`config.mk`:
```
export PLATFORM = sky130hd
export DESIGN_NAME = tsc_top
export DESIGN_NICKNAME = d
export VERILOG_FILES = /design/src/tsc_pkg.sv /design/src/tsc_top.sv
export VERILOG_INCLUDE_DIRS = /design/src /design/src/src
export SDC_FILE = /design/constraint.sdc
export NUM_CORES = 1
export LEC_CHECK = 0
export ABC_AREA = 0
export BUFFER_PORTS_ARGS = -buffer_cell sky130_fd_sc_hd__buf_4
export CORE_MARGIN = 2
export CORE_UTILIZATION = 65
export CTS_CLUSTER_SIZE = 25
export DETAILED_ROUTE_END_ITERATION = 6
export PLACE_DENSITY = 0.85
export SYNTH_ARGS = -nofsm -noshare
export SYNTH_HDL_FRONTEND = slang
export SYNTH_SLANG_ARGS = --single-unit
```
`constraint.sdc`:
```
create_clock -name clk_in -period 17.97 [get_ports clk_in]
set_clock_uncertainty 0.15 [all_clocks]
set_input_delay 3.594 -clock clk_in [delete_from_list [all_inputs] [get_ports clk_in]]
set_output_delay 3.594 -clock clk_in [all_outputs]
set_load 0.01 [all_outputs]
```
`src/tsc_defs.svh`:
```
// register offsets, field positions, reset values and widths for tsc
`ifndef TSC_DEFS_SVH
`define TSC_DEFS_SVH
`define TSC_ADDR_W        6
`define TSC_NPIN          4
`define TSC_SRC_W         2
`define TSC_CNT_W         12
`define TSC_DLY_W         16
`define TSC_OFF_TRIG      6'h00
`define TSC_OFF_TDLY      6'h04
`define TSC_OFF_SWTRIG    6'h08
`define TSC_OFF_GPIO      6'h0C
`define TSC_OFF_STRB      6'h10
`define TSC_OFF_SDLY      6'h14
`define TSC_OFF_SDUR      6'h18
`define TSC_OFF_EXPLEN    6'h1C
`define TSC_OFF_STATUS    6'h20
`define TSC_TRIG_EN_B     0
`define TSC_TRIG_MODE_LO  1
`define TSC_TRIG_MODE_HI  3
`define TSC_TRIG_POL_B    4
`define TSC_TRIG_SRC_LO   5
`define TSC_TRIG_SRC_HI   6
`define TSC_TRIG_DEN_B    7
`define TSC_TRIG_PAR_LO   16
`define TSC_TRIG_PAR_HI   27
`define TSC_GPIO_DIR_LO   0
`define TSC_GPIO_DIR_HI   3
`define TSC_GPIO_LVL_LO   8
`define TSC_GPIO_LVL_HI   11
`define TSC_STRB_EN_LO    0
`define TSC_STRB_EN_HI    3
`define TSC_STRB_POL_LO   4
`define TSC_STRB_POL_HI   7
`define TSC_STRB_PATEN_B  8
`define TSC_STRB_PAT_LO   16
`define TSC_STRB_PAT_HI   31
`define TSC_PAT_IDX_W     4
`define TSC_SRC_RESET     2'h0
`define TSC_EXPLEN_RESET  16'h0100
`define TSC_MODE_STD      3'h0
`define TSC_MODE_BULB     3'h1
`define TSC_MODE_SKIP     3'h2
`endif

```
`src/tsc_pkg.sv`:
```
// types shared by the trigger and strobe controller
package tsc_pkg;
    typedef enum logic [1:0] {
        TSC_IDLE,
        TSC_DELAY,
        TSC_EXPOSE
    } tsc_state_type;

    // trigger configuration as one carrier
    typedef struct packed {
        logic [11:0] param;
        logic        delay_en;
        logic [1:0]  src;
        logic        pol;
        logic [2:0]  mode;
        logic        en;
    } tsc_trig_type;

    // strobe configuration as one carrier
    typedef struct packed {
        logic [15:0] pattern;
        logic        pat_en;
        logic [3:0]  pol;
        logic [3:0]  en;
    } tsc_strb_type;
endpackage : tsc_pkg

```
`src/tsc_top.sv`:
```
// trigger, shutter delay and strobe controller with avalon-mm registers
//
// Operation
// - triggers, external or software, act only while trigger enable is set
// - mode selects standard, bulb or skip behaviour; other codes act standard
// - parameter sets the trigger cycle for skip mode
// - external trigger comes from the pin the source field selects
// - polarity field picks the falling or rising edge as the trigger event
// - with delay enabled, exposure starts after programmed delay from trigger
// - with triggering off, same delay acts as free-run shutter delay
// - each software trigger write with bit 0 set gives exactly one trigger event
// - each pin has its own input or output direction bit
// - source pin stays input while triggering is enabled
// - each pin can be enabled as a strobe output
// - strobe asserts with its polarity after delay from exposure start; at delay 0 with nonzero duration the code also repeats it between exposures
// - strobe delay counts clock ticks, range 0 to 4095
// - strobe duration counts clock ticks, range 0 to 4095
// - zero duration keeps strobe active from its delay until the exposure ends
// - strobe pattern mode is set only through registers
// - after reset the opto input pin 0 is the trigger source
//
// Implementation choices: the register offsets and register access over Avalon-MM.
`timescale 1ns/1ps
`include "tsc_defs.svh"

module tsc_top
    import tsc_pkg::*;
(
    input  wire logic                     clk_in,
    input  wire logic                     rst_b_in,
    input  wire logic [`TSC_ADDR_W-1:0]   avs_address_in,
    input  wire logic                     avs_read_in,
    input  wire logic                     avs_write_in,
    input  wire logic [31:0]              avs_writedata_in,
    input  wire logic [3:0]               avs_byteenable_in,
    output logic      [31:0]              avs_readdata_out,
    output logic                          avs_waitrequest_out,
    input  wire logic [`TSC_NPIN-1:0]     gpio_in,
    output logic      [`TSC_NPIN-1:0]     gpio_out,
    output logic      [`TSC_NPIN-1:0]     gpio_oe_out,
    output logic                          exposing_out
);
    logic [1:0]                rst_sync;
    logic                      rst_b;
    logic                      ack;
    logic                      wr_go;
    logic                      rd_go;
    tsc_trig_type              trig;
    tsc_strb_type              strb;
    logic [`TSC_DLY_W-1:0]     tdly;
    logic [`TSC_DLY_W-1:0]     explen;
    logic [`TSC_CNT_W-1:0]     sdly;
    logic [`TSC_CNT_W-1:0]     sdur;
    logic [`TSC_NPIN-1:0]      dir;
    logic [`TSC_NPIN-1:0]      lvl;
    logic [`TSC_NPIN-1:0]      dir_eff;
    logic                      sw_pulse;
    logic [`TSC_NPIN-1:0]      sync1;
    logic [`TSC_NPIN-1:0]      sync2;
    logic                      trig_lvl;
    logic                      trig_lvl_q;
    logic                      ext_edge;
    logic                      trig_evt;
    logic                      trig_start;
    logic [`TSC_CNT_W-1:0]     skip_cnt;
    tsc_state_type             state;
    logic [`TSC_DLY_W-1:0]     cnt;
    logic [`TSC_CNT_W:0]       str_cnt;
    logic                      strobe_act;
    logic                      pat_ok;
    logic [`TSC_PAT_IDX_W-1:0] pat_idx;
    logic [7:0]                trig_count;
    logic                      use_dly;
    logic                      start_exp;
    logic [31:0]               wmask;
    logic [31:0]               next_readdata;

    // reset release through two flops; assertion stays asynchronous
    always_ff @(posedge clk_in or negedge rst_b_in)
    begin
        if (!rst_b_in)
            rst_sync <= 2'h0;
        else
            rst_sync <= {rst_sync[0], 1'h1};
    end
    assign rst_b = rst_sync[1];

    // one wait cycle per access keeps read data registered
    assign wr_go = avs_write_in && ack;
    assign rd_go = avs_read_in;
    assign avs_waitrequest_out = (avs_read_in || avs_write_in) && !ack;
    assign wmask = {{8{avs_byteenable_in[3]}}, {8{avs_byteenable_in[2]}},
                    {8{avs_byteenable_in[1]}}, {8{avs_byteenable_in[0]}}};

    always_ff @(posedge clk_in or negedge rst_b)
    begin
        if (!rst_b)
            ack <= 1'h0;
        else
            ack <= (avs_read_in || avs_write_in) && !ack;
    end

    // byte-lane merge of write data into a stored word
    function automatic logic [31:0] merge(input logic [31:0] old,
                                          input logic [31:0] wd,
                                          input logic [31:0] m);
        merge = (old & ~m) | (wd & m);
    endfunction

    // trigger configuration; source resets to opto input
    always_ff @(posedge clk_in or negedge rst_b)
    begin
        if (!rst_b)
        begin
            trig     <= '0;
            trig.src <= `TSC_SRC_RESET;
            tdly     <= '0;
            explen   <= `TSC_EXPLEN_RESET;
        end
        else if (wr_go && avs_address_in == `TSC_OFF_TRIG)
        begin
            logic [31:0] w;
            w = merge({4'h0, trig.param, 8'h00, trig.delay_en, trig.src,
                       trig.pol, trig.mode, trig.en},
                      avs_writedata_in, wmask);
            trig.en       <= w[`TSC_TRIG_EN_B];
            trig.mode     <= w[`TSC_TRIG_MODE_HI:`TSC_TRIG_MODE_LO];
            trig.pol      <= w[`TSC_TRIG_POL_B];
            trig.src      <= w[`TSC_TRIG_SRC_HI:`TSC_TRIG_SRC_LO];
            trig.delay_en <= w[`TSC_TRIG_DEN_B];
            trig.param    <= w[`TSC_TRIG_PAR_HI:`TSC_TRIG_PAR_LO];
        end
        else if (wr_go && avs_address_in == `TSC_OFF_TDLY)
            tdly <= `TSC_DLY_W'(merge({16'h0000, tdly}, avs_writedata_in,
                                      wmask));
        else if (wr_go && avs_address_in == `TSC_OFF_EXPLEN)
            explen <= `TSC_DLY_W'(merge({16'h0000, explen},
                                        avs_writedata_in, wmask));
    end

    // software trigger: one pulse per accepted write with data bit 0 set
    always_ff @(posedge clk_in or negedge rst_b)
    begin
        if (!rst_b)
            sw_pulse <= 1'h0;
        else
            sw_pulse <= wr_go && avs_address_in == `TSC_OFF_SWTRIG
                        && avs_byteenable_in[0]
                        && avs_writedata_in[0];
    end

    // pin direction and static output level
    always_ff @(posedge clk_in or negedge rst_b)
    begin
        if (!rst_b)
        begin
            dir <= '0;
            lvl <= '0;
        end
        else if (wr_go && avs_address_in == `TSC_OFF_GPIO)
        begin
            logic [31:0] w;
            w = merge({20'h00000, lvl, 4'h0, dir}, avs_writedata_in, wmask);
            dir <= w[`TSC_GPIO_DIR_HI:`TSC_GPIO_DIR_LO];
            lvl <= w[`TSC_GPIO_LVL_HI:`TSC_GPIO_LVL_LO];
        end
    end

    // strobe configuration; counts above 4095 cannot be stored
    always_ff @(posedge clk_in or negedge rst_b)
    begin
        if (!rst_b)
        begin
            strb <= '0;
            sdly <= '0;
            sdur <= '0;
        end
        else if (wr_go && avs_address_in == `TSC_OFF_STRB)
        begin
            logic [31:0] w;
            w = merge({strb.pattern, 7'h00, strb.pat_en, strb.pol, strb.en},
                      avs_writedata_in, wmask);
            strb.en      <= w[`TSC_STRB_EN_HI:`TSC_STRB_EN_LO];
            strb.pol     <= w[`TSC_STRB_POL_HI:`TSC_STRB_POL_LO];
            strb.pat_en  <= w[`TSC_STRB_PATEN_B];
            strb.pattern <= w[`TSC_STRB_PAT_HI:`TSC_STRB_PAT_LO];
        end
        else if (wr_go && avs_address_in == `TSC_OFF_SDLY)
            sdly <= `TSC_CNT_W'(merge({20'h00000, sdly}, avs_writedata_in,
                                      wmask));
        else if (wr_go && avs_address_in == `TSC_OFF_SDUR)
            sdur <= `TSC_CNT_W'(merge({20'h00000, sdur}, avs_writedata_in,
                                      wmask));
    end

    // read mux; unmapped offsets read zero
    always_comb
    begin
        next_readdata = 32'h00000000;
        case (avs_address_in)
            `TSC_OFF_TRIG:   next_readdata = {4'h0, trig.param, 8'h00,
                                trig.delay_en, trig.src, trig.pol,
                                trig.mode, trig.en};
            `TSC_OFF_TDLY:   next_readdata = {16'h0000, tdly};
            `TSC_OFF_GPIO:   next_readdata = {20'h00000, lvl, 4'h0, dir_eff};
            `TSC_OFF_STRB:   next_readdata = {strb.pattern, 7'h00,
                                strb.pat_en, strb.pol, strb.en};
            `TSC_OFF_SDLY:   next_readdata = {20'h00000, sdly};
            `TSC_OFF_SDUR:   next_readdata = {20'h00000, sdur};
            `TSC_OFF_EXPLEN: next_readdata = {16'h0000, explen};
            `TSC_OFF_STATUS: next_readdata = {16'h0000, trig_count,
                                sync2, strobe_act, exposing_out, 1'h0,
                                state != TSC_IDLE};
            default:         next_readdata = 32'h00000000;
        endcase
    end

    always_ff @(posedge clk_in or negedge rst_b)
    begin
        if (!rst_b)
            avs_readdata_out <= 32'h00000000;
        else if (rd_go && !ack)
            avs_readdata_out <= next_readdata;
    end

    // two-flop synchroniser per pin; only stage two is looked at
    genvar gi;
    generate
        for (gi = 0; gi < `TSC_NPIN; gi++)
        begin : g_sync
            always_ff @(posedge clk_in or negedge rst_b)
            begin
                if (!rst_b)
                begin
                    sync1[gi] <= 1'h0;
                    sync2[gi] <= 1'h0;
                end
                else
                begin
                    sync1[gi] <= gpio_in[gi];
                    sync2[gi] <= sync1[gi];
                end
            end
        end
    endgenerate

    // selected pin, polarity applied, then edge detect
    assign trig_lvl = sync2[trig.src] ~^ trig.pol;
    always_ff @(posedge clk_in or negedge rst_b)
    begin
        if (!rst_b)
            trig_lvl_q <= 1'h0;
        else
            trig_lvl_q <= trig_lvl;
    end
    assign ext_edge = trig_lvl && !trig_lvl_q;
    assign trig_evt = trig.en && (ext_edge || sw_pulse);

    // skip mode starts only every param+1 trigger
    always_ff @(posedge clk_in or negedge rst_b)
    begin
        if (!rst_b)
            skip_cnt <= '0;
        else if (trig.mode != `TSC_MODE_SKIP)
            skip_cnt <= '0;
        else if (trig_evt && state == TSC_IDLE)
            skip_cnt <= (skip_cnt >= trig.param) ? '0
                        : skip_cnt + 12'h001;
    end
    assign trig_start = trig_evt && (trig.mode != `TSC_MODE_SKIP
                        || skip_cnt >= trig.param);

    // acquisition sequencer; triggers during an exposure are dropped
    always_ff @(posedge clk_in or negedge rst_b)
    begin
        if (!rst_b)
        begin
            state <= TSC_IDLE;
            cnt   <= '0;
        end
        else
        begin
            case (state)
                TSC_IDLE:
                    if (!trig.en || trig_start)
                    begin
                        // free run reuses the delay as shutter delay
                        if ((trig.delay_en || !trig.en)
                            && tdly != 16'h0000)
                        begin
                            state <= TSC_DELAY;
                            cnt   <= tdly - 16'h0001;
                        end
                        else
                        begin
                            state <= TSC_EXPOSE;
                            cnt   <= '0;
                        end
                    end
                TSC_DELAY:
                    if (cnt == 16'h0000)
                        state <= TSC_EXPOSE;
                    else
                        cnt <= cnt - 16'h0001;
                TSC_EXPOSE:
                    // bulb holds while the trigger level is active
                    if (trig.en && trig.mode == `TSC_MODE_BULB)
                    begin
                        if (!trig_lvl)
                            state <= TSC_IDLE;
                    end
                    else if (cnt + 16'h0001 >= explen)
                        state <= TSC_IDLE;
                    else
                        cnt <= cnt + 16'h0001;
                default:
                    state <= TSC_IDLE;
            endcase
        end
    end
    assign exposing_out = state == TSC_EXPOSE;

    // exposure entry, from idle with no delay or at the end of the delay
    assign use_dly   = (trig.delay_en || !trig.en) && tdly != 16'h0000;
    assign start_exp = (state == TSC_DELAY && cnt == 16'h0000)
                       || (state == TSC_IDLE && (!trig.en || trig_start)
                           && !use_dly);

    // strobe tick counter from exposure start, saturating
    always_ff @(posedge clk_in or negedge rst_b)
    begin
        if (!rst_b)
            str_cnt <= '0;
        else if (!exposing_out && !strobe_act)
            str_cnt <= '0;
        else if (str_cnt != '1) // stops above any delay plus duration
            str_cnt <= str_cnt + 13'h0001;
    end

    // pattern index advances once per exposure
    always_ff @(posedge clk_in or negedge rst_b)
    begin
        if (!rst_b)
        begin
            pat_idx    <= '0;
            trig_count <= '0;
        end
        else if (start_exp)
        begin
            pat_idx    <= pat_idx + 4'h1;
            trig_count <= trig_count + 8'h01;
        end
    end
    assign pat_ok = !strb.pat_en || strb.pattern[pat_idx];

    // duration zero tracks exposure; otherwise a fixed tick window
    assign strobe_act = pat_ok && ({1'h0, sdly} <= str_cnt)
                        && ((sdur == 12'h000) ? exposing_out
                           : (str_cnt < {1'h0, sdly} + {1'h0, sdur}))
                        && (exposing_out || sdur != 12'h000);

    // source pin forced to input while triggering is enabled
    generate
        for (gi = 0; gi < `TSC_NPIN; gi++)
        begin : g_pin
            assign dir_eff[gi] = dir[gi] && !(trig.en
                                 && trig.src == `TSC_SRC_W'(gi));
            always_ff @(posedge clk_in or negedge rst_b)
            begin
                if (!rst_b)
                begin
                    gpio_out[gi]    <= 1'h0;
                    gpio_oe_out[gi] <= 1'h0;
                end
                else
                begin
                    gpio_oe_out[gi] <= dir_eff[gi];
                    gpio_out[gi]    <= strb.en[gi]
                        ? (strobe_act ~^ strb.pol[gi])
                        : lvl[gi];
                end
            end
        end
    endgenerate
endmodule // tsc_top

```
Word level (Yosys, flattened, before mapping). Index checks and enable logic that the tools add are counted.

Add/sub/neg operators: 8. Order comparisons: 6. Eq/ne operators: 23. Muxes and demuxes: 28. Bitwise gates (word level): 25. Reduce and logical (&&, ||, !) cells: 70.

Operators with widths (count): case mux 32 bit (8 select lines) (1); 2-to-1 mux 16 bit (5); bitwise AND 32 bit (2); case mux 16 bit (3 select lines) (1); bitwise AND 12 bit (3); 2-to-1 mux 12 bit (3); bitwise OR 12 bit (3); logical AND 1 bit (34); bitwise AND 16 bit (2); inverter 32 bit (1); bitwise OR 16 bit (2); bitwise OR 32 bit (1); subtractor 16 x 1 -> 16 bit (second input constant) (2); bitwise AND 28 bit (1); bitwise OR 28 bit (1); 2-to-1 mux 13 bit (2); == test 6 x 5 -> 1 bit (second input constant) (4); adder 16 x 1 -> 16 bit (second input constant) (1); >= comparator 16 bit (1); zero test 16 bit (1); nonzero test 16 bit (1); adder 12 x 12 -> 13 bit (1); adder 13 x 1 -> 13 bit (second input constant) (1); <= comparator 12 x 13 -> 1 bit (1); other kinds (38) (85).

Bits in registers: 217. Input bits: 50. Output and inout bits: 42.

Longest topological paths before layout. Gate-level depths: netlist of the first run.

Depth in word-level cells: 11. Gate-level depth with buffers: 19. Depth with buffers taken out: 18.

Worst setup path before layout of the first run. OpenSTA, ideal clock, no wires.

Path kind: input -> output. Start: input avs_write_in. End: output avs_waitrequest_out. Arrival: 4.048 ns. Data required time: 14.226 ns. Path slack: 10.178 ns. Stages: 3. Cells stage by stage: clkbuf_1 nor2_1 nor2_1.

Cells in the longest elaborated chain, start to end: 2.

RTL lines: start: declaration (RTL line tsc_top.sv:33) `input wire logic avs_write_in,`; logical OR 1 bit (RTL line tsc_top.sv:91) `assign avs_waitrequest_out = (avs_read_in || avs_write_in) && !ack;`; logical AND 1 bit (RTL line tsc_top.sv:91); end: declaration (RTL line tsc_top.sv:37) `output logic avs_waitrequest_out,`.

No other way between the ends.

Worst setup path in the final report of the first run. Same ends and word-level chain as after synthesis.

==> impl_metrics.yaml, run 1 <==
timing:
  setup_viol: 0
  hold_ws_ns: 0.192
  slew-limit-headroom_pct: 19.9
  drv_slew: 0
  period_share_pct: 43.3
  rsz0062_at_grt: "no"
  tightest_slew_ns: 1.19
  period_minus_slack_ns: 7.78
  tns_ns: 0
  fmaxAchievable_mhz: 129
  hold_violations: 0
logic_synthesis:
  yosysTopAreaCell: "dfrtp_1"
  syn_avg_cell_area_um2: 10.3
  yosysSeqAreaShare_pct: 44.1
  synth_area_mm2: 0.0123
  synth_seq_cells: 217
  ys.flop_type: "dfrtp_1"
  yosys-top-cells-area: "dfrtp_1 44%, mux2_2 9.0%, ha_1 7.8%, xnor2_1 3.1%, o21ai_0 2.9%"
  synth_edf_count: 0
  yosysUniqueCellTypes: 78
  async_flop_share_pct: 100
  synth_nets: 1328
  netlist_top_cells_count: "216 x dfrtp_1, 98 x mux2_2, 89 x nand2_1"
  yosys_warnings: 0
  synth_most_common_cell: "dfrtp_1"
  synthCells: 1200
  synth_top_area_share_pct: 43.9
min_path:
  hold_path.class: "reg -> async"
routing:
  ant_nets: 0
  wire_per_inst_um: 22.1
  drt_iter0_drc: 913
  num_vias: 10200
  wl_um: 33600
  dr.pass1.iters: 6
  drcViolationCount: 0
  viasPerCell: 6.71
outcome:
  status: "completed"
clock_network:
  cts.sinks: 217
  htreeDepth: 1
  clock-root-buffer: "clkbuf_16"
  cts_made_buffers: 24
  post_cts_buffers: 0
  clock_latency_ns: 0.52
  hold_buffers: 0
  cts_resized: 0
  cts_tree: "yes"
  cts_buffer_depth: 3
  cts.clk_slew.worst_paths_ns: 0.06
setup_path:
  criticalPathCategory: "in -> out"
  required_ns: 14.23
  crit_path_max_fanout: 8
  start_kind: "input pin"
  worstPathArrival_ns: 4.04
  cp-end-kind: "output pin"
grt:
  grt_usage_pct: 33.9
  grt-ovfl-total: 0
  antenna_found_initial: 0
  grt_pass1_vias: 10300
  grt_pass1_wl_um: 53800
  grt_max_degree: 171
placed_design:
  gp_congestion: 0.967
  hpwl_um: 23800
  io_buffers: 91
floorplanning:
  core_area_mm2: 0.0186
  die_w_um: 142
  dieArea_mm2: 0.0201
  die_h_um: 142
  io_pins: 92
  fp-row-count: 50
  start_util_pct: 66.1
layout:
  diodes: 0
  drive_above_1_share_pct: 19.8
  nNetsFinal: 1403
  area_growth_pct: 13.2
power:
  p_leak_nw: 6.61
  ir_drop_v: 0.000107
  p_per_area_mw_per_mm2: 108
flow_run:
  drv_cap: 0
final timing paths:
| path | start | to | slack (ns) | cells past startpoint |
|---|---|---|---|---|
| setup / recovery | avs_write_in | avs_waitrequest_out | 10.19 | 4 |
| hold / removal | rst_sync[1] | asynchronous set/reset pin | 0.19 | 0 |
| setup reg to reg | flop | str_cnt[8] | 12.74 | 18 |
| hold reg to reg | rst_sync[1] | asynchronous set/reset pin | 0.19 | 0 |
| max in group asynchronous | rst_b_in | rst_sync[1] | 14.88 | 1 |
| min in group clk_in | sync1[2] | sync2[2] | 0.20 | 0 |
metrics by stage:
stage	power (W)	instance area, um^2	setup WS (ns)	instances	utilization (%)
finish	0.00151	13900	10.19	1522	74.8
global route	0.00157	13900	10.15	1522	74.8
CTS	0.00150	13900	10.19	1522	74.8
detailed placement	0.00100	13200	10.19	1483	70.6
global placement	0.000989	13200	10.19	1483	70.6
floorplan	0.000897	12300	10.18	1200	-
kinds of logic (layout without fill, tap and decap cells):
group                    count (synthesis)  count (layout)  synth area share, %
other                                    1               1               0.0304
adder cells (fa/ha/maj)                 78              78                 7.98
XOR/XNOR                                64              64                 4.55
AO/OA/AOI/OAI                          290             290                 16.0
AND/OR/NAND/NOR                        323             323                 13.2
buffers and inverters                  119             207                 3.89
flip-flops                             217             217                 44.1
multiplexers                           108             108                 10.3
layout make-up:
| cell class | instances | area, um^2 |
|---|---|---|
| fill | 1294 | 4700 |
| clock buffer | 31 | 678 |
| sequential | 217 | 5440 |
| inverter | 68 | 255 |
| clock inverter | 8 | 101 |
| multi-input combinational | 864 | 6420 |
| timing repair buffer | 100 | 763 |
| tap | 234 | 293 |
layout by cell type, fill, tap and decap left out, drive strengths merged, types with 4 or more instances in the layout:
cell type | synthesis | final
dfrtp | 216 | 216
buf | 15 | 100
mux2 | 99 | 99
nand2 | 89 | 89
o21ai | 81 | 81
ha | 77 | 77
inv | 68 | 68
nor2 | 67 | 67
xnor2 | 44 | 44
a22oi | 42 | 42
a21oi | 37 | 37
nand3 | 31 | 31
nor3 | 31 | 31
clkbuf | 36 | 31
nand4 | 24 | 24
xor2 | 20 | 20
a21o | 20 | 20
a31oi | 17 | 17
nand2b | 16 | 16
and3 | 16 | 16
a222oi | 10 | 10
nor4 | 10 | 10
or3 | 8 | 8
a22o | 8 | 8
a221oi | 8 | 8
o31ai | 8 | 8
o21a | 7 | 7
nor2b | 7 | 7
a211oi | 7 | 7
o2111ai | 6 | 6
o22ai | 6 | 6
or4 | 6 | 6
clkinv | 0 | 6
a2bb2oi | 5 | 5
mux4 | 5 | 5
and4 | 4 | 4
mux2i | 4 | 4
o311ai | 4 | 4
layer usage:
metal	global-route usage (%)	share of wire (%)	vias to the layer above
met2	56.6	48	498
met3	5.37	7.7	107
met4	12.7	4.0	0
met1	45.2	40	5040
met5	0	0	-
li1	-	-	4563
where the power goes:
| part | switching [W] | internal (W) | leakage, nW |
|---|---|---|---|
| clock network | 0.000197 | 0.000293 | 0.386 |
| logic | 0.000242 | 0.000163 | 3.35 |
| registers | 0.0000747 | 0.000535 | 2.87 |
critical path, stage by stage:
cell and delay (ns):
buf_4 0.14, nor2_1 0.10, nor2_1 0.06, buf_4 0.15
Note: power is estimated with default switching activity, not from simulation.
==> run 2, diff against run 1 <==
ABC_AREA = 1   (was 0)
CORE_UTILIZATION = 62   (was 65)
PLACE_DENSITY = 0.82   (was 0.85)
clock period = 8 ns   (was 17.97 ns; I/O delays follow)
==> run 2 against run 1 <==
  * Critical path depth grew 17
  * Power grew to 2.6 times the previous value
  * Area after synthesis grew 7.6%
  * Core utilization shrank 3.5 points
  * Non-clock buffer count shrank 5
  * Register-to-register slack lost 8.7 ns
  * Global-route usage grew 0.87 points
  * Hold slack gained 0.0016 ns
  * Critical path type is now reg -> reg
  * Critical endpoint is now gpio_out[3]
  * Largest cell class unchanged
==> impl_metrics.yaml, run 2 <==
layout:
  multiInputGateArea_mm2: 0.00673
  fillers: 1696
  final_common_cell: "nand2_1"
  final_core_util_pct: 71.3
  layout_common_cells: "529 x nand2_1, 215 x dfrtp_1, 209 x inv_1, 137 x o21ai_0, 124 x nand3_1"
  diodes: 0
  final_cell_area_mm2: 0.0150
  area_growth_pct: 13.1
  ff_latch_area_mm2: 0.00544
  drive_above_1_share_pct: 9.73
  nNetsFinal: 1970
logic_synthesis:
  yosysTopAreaCell: "dfrtp_1"
  synthCells: 1770
  synth_edf_count: 0
  syn_avg_cell_area_um2: 7.49
  synth_most_common_cell: "nand2_1"
  async_flop_share_pct: 100
  synth_nets: 1898
  yosysUniqueCellTypes: 55
  synth_area_mm2: 0.0132
  synth_seq_cells: 217
  netlist_top_cells_count: "529 x nand2_1, 216 x dfrtp_1, 209 x inv_1"
  yosys-top-cells-area: "dfrtp_1 41%, nand2_1 15%, ha_1 7.3%, inv_1 5.9%, o21ai_0 5.2%"
  yosysSeqAreaShare_pct: 41.0
  ys.flop_type: "dfrtp_1"
  synth_top_area_share_pct: 40.8
  yosys_warnings: 0
timing:
  hold_violations: 0
  fmaxAchievable_mhz: 251
  period_minus_slack_ns: 3.99
  tightest_slew_ns: 1.04
  period_share_pct: 49.9
  setup_viol: 0
  rsz0062_at_grt: "no"
  slew-limit-headroom_pct: 30.9
  tns_ns: 0
  drv_slew: 0
grt:
  grt_usage_pct: 34.8
  grt_pass1_vias: 11800
  grt_pass1_wl_um: 61600
  grt-ovfl-total: 0
  antenna_found_initial: 0
  grt_max_degree: 82
placed_design:
  hpwl_um: 28200
  io_buffers: 91
  dpl_cell_area_mm2: 0.0140
  gp_congestion: 1.02
power:
  ir_drop_v: 0.000167
  p_leak_nw: 7.49
  p_per_area_mw_per_mm2: 257
setup_path:
  crit_path_max_fanout: 6
  required_ns: 8.33
  cpMostUsedCell: "nand2_1"
  cp-end-kind: "flop"
  reg2reg_slack_ns: 4.01
  timing.rr.end: "gpio_out[3]"
  critPathTopFamily: "compound AO/OA/AOI/OAI gates"
  cp_num_buf_inv: 2
  max_stage_delay_ns: 0.46
  ff2ff_path_depth: 21
  start_kind: "flop"
  crit_chain: "ha_1 -> inv_1 -> fa_1 -> o21ai_0 -> a21oi_1 -> o21ai_0 -> nand2_1 -> nand2_1 -> a21oi_1 -> ha_1 -> nand2_1 -> inv_1 -> nand2_1 -> nand2_1 -> a21oi_1 -> nand2_1 -> a21oi_1 -> nand3_1 -> nand2_1 -> nand3_1 -> nand2_1"
  slowest_stage: "a21oi_1"
  criticalPathCategory: "reg -> reg"
  worstPathArrival_ns: 4.32
routing:
  dr.pass1.iters: 6
  ant_nets: 0
  drt_iter0_drc: 1282
  viasPerCell: 5.85
  wire_per_inst_um: 18.1
  drcViolationCount: 0
  num_vias: 12500
  wl_um: 38600
floorplanning:
  io_pins: 92
  fp-row-count: 53
  start_util_pct: 63.0
  die_w_um: 150
  dieArea_mm2: 0.0226
  die_h_um: 150
  core_area_mm2: 0.0210
clock_network:
  cts_made_buffers: 25
  cts.sinks: 217
  hold_buffers: 0
  cts_buffer_depth: 3
  post_cts_buffers: 0
  htreeDepth: 1
  cts.clk_slew.worst_paths_ns: 0.06
  clock-root-buffer: "clkbuf_16"
  cts_tree: "yes"
  cts_resized: 0
  clock_latency_ns: 0.54
min_path:
  min_to: "sync2[2]"
  worstHoldPathCells: 0
  hold_path.class: "reg -> reg"
  min_from: "sync1[2]"
outcome:
  status: "completed"
flow_run:
  drv_cap: 0
run 2: cell types whose count changed in the layout (fill, tap and decap cells not counted), sizes merged, moves of 33 or more:
| cell | delta |
|---|---|
| o21ai | +89 |
| nand2 | +450 |
| xnor2 | -33 |
| inv | +153 |
| nor2 | +62 |
| nand3 | +99 |
| mux2 | -99 |
run 2: final cells by class:
cell class,count,area share (%)
inverter,219,5.50
multi-input combinational,1284,44.9
clock inverter,15,1.78
tap,275,2.30
timing repair buffer,95,4.76
clock buffer,30,4.50
sequential,217,36.3
run 2: report_power, final:
part           internal (W)  total [W]  switching, W  leakage, nW
Combinational      0.000393    0.00119      0.000794         4.10
Sequential          0.00120    0.00135      0.000157         2.93
Clock              0.000828    0.00131      0.000481        0.457
Total               0.00242    0.00385       0.00143         7.49
run 2: worst max path at each step:
stage / start / to / slack (ns) / cells past startpoint
after CTS: flop / gpio_out[3] / 4.08 / 21
after global placement: avs_address_in[1] / flop / 4.21 / 7
after floorplan: rst_sync[1] / asynchronous set/reset pin / 1.36 / 0
final: flop / gpio_out[3] / 4.01 / 21
after global routing: flop / gpio_out[1] / 3.61 / 21
after detailed placement: avs_address_in[1] / flop / 4.07 / 6
run 2: kinds of logic (layout without fill, tap and decap cells):
logic type	Yosys count	in the layout	synth area share, %
and+or+nand+nor	878	878	28.6
buffers and inverters	269	359	8.24
other	1	1	0.0283
adders and majority gates	78	78	7.42
AOI/OAI and AO/OA	283	283	11.8
DFF	217	217	41.0
xor gates and xnor gates	44	44	2.91
run 2: routing by layer:
metal	wire length, um	vias up	track usage, %	part of all wire [%]
met5	0	-	0	0
met2	17900	586	56.8	46
met3	3150	123	4.61	8.1
li1	-	5935	-	-
met4	1630	0	13.7	4.2
met1	16000	5846	47.3	41
run 2: metrics by stage:
step / setup slack, ns / instances / power [W] / hold WS [ns]
after CTS: 4.08 / 2135 / 0.00384 / 0.192
final: 4.01 / 2135 / 0.00385 / 0.194
after detailed placement: 4.07 / 2090 / 0.00253 / 0.186
after global routing: 3.61 / 2135 / 0.00407 / 0.202
after global placement: 4.21 / 2090 / 0.00249 / 0.182
after floorplan: 1.36 / 1770 / 0.00222 / 0.181
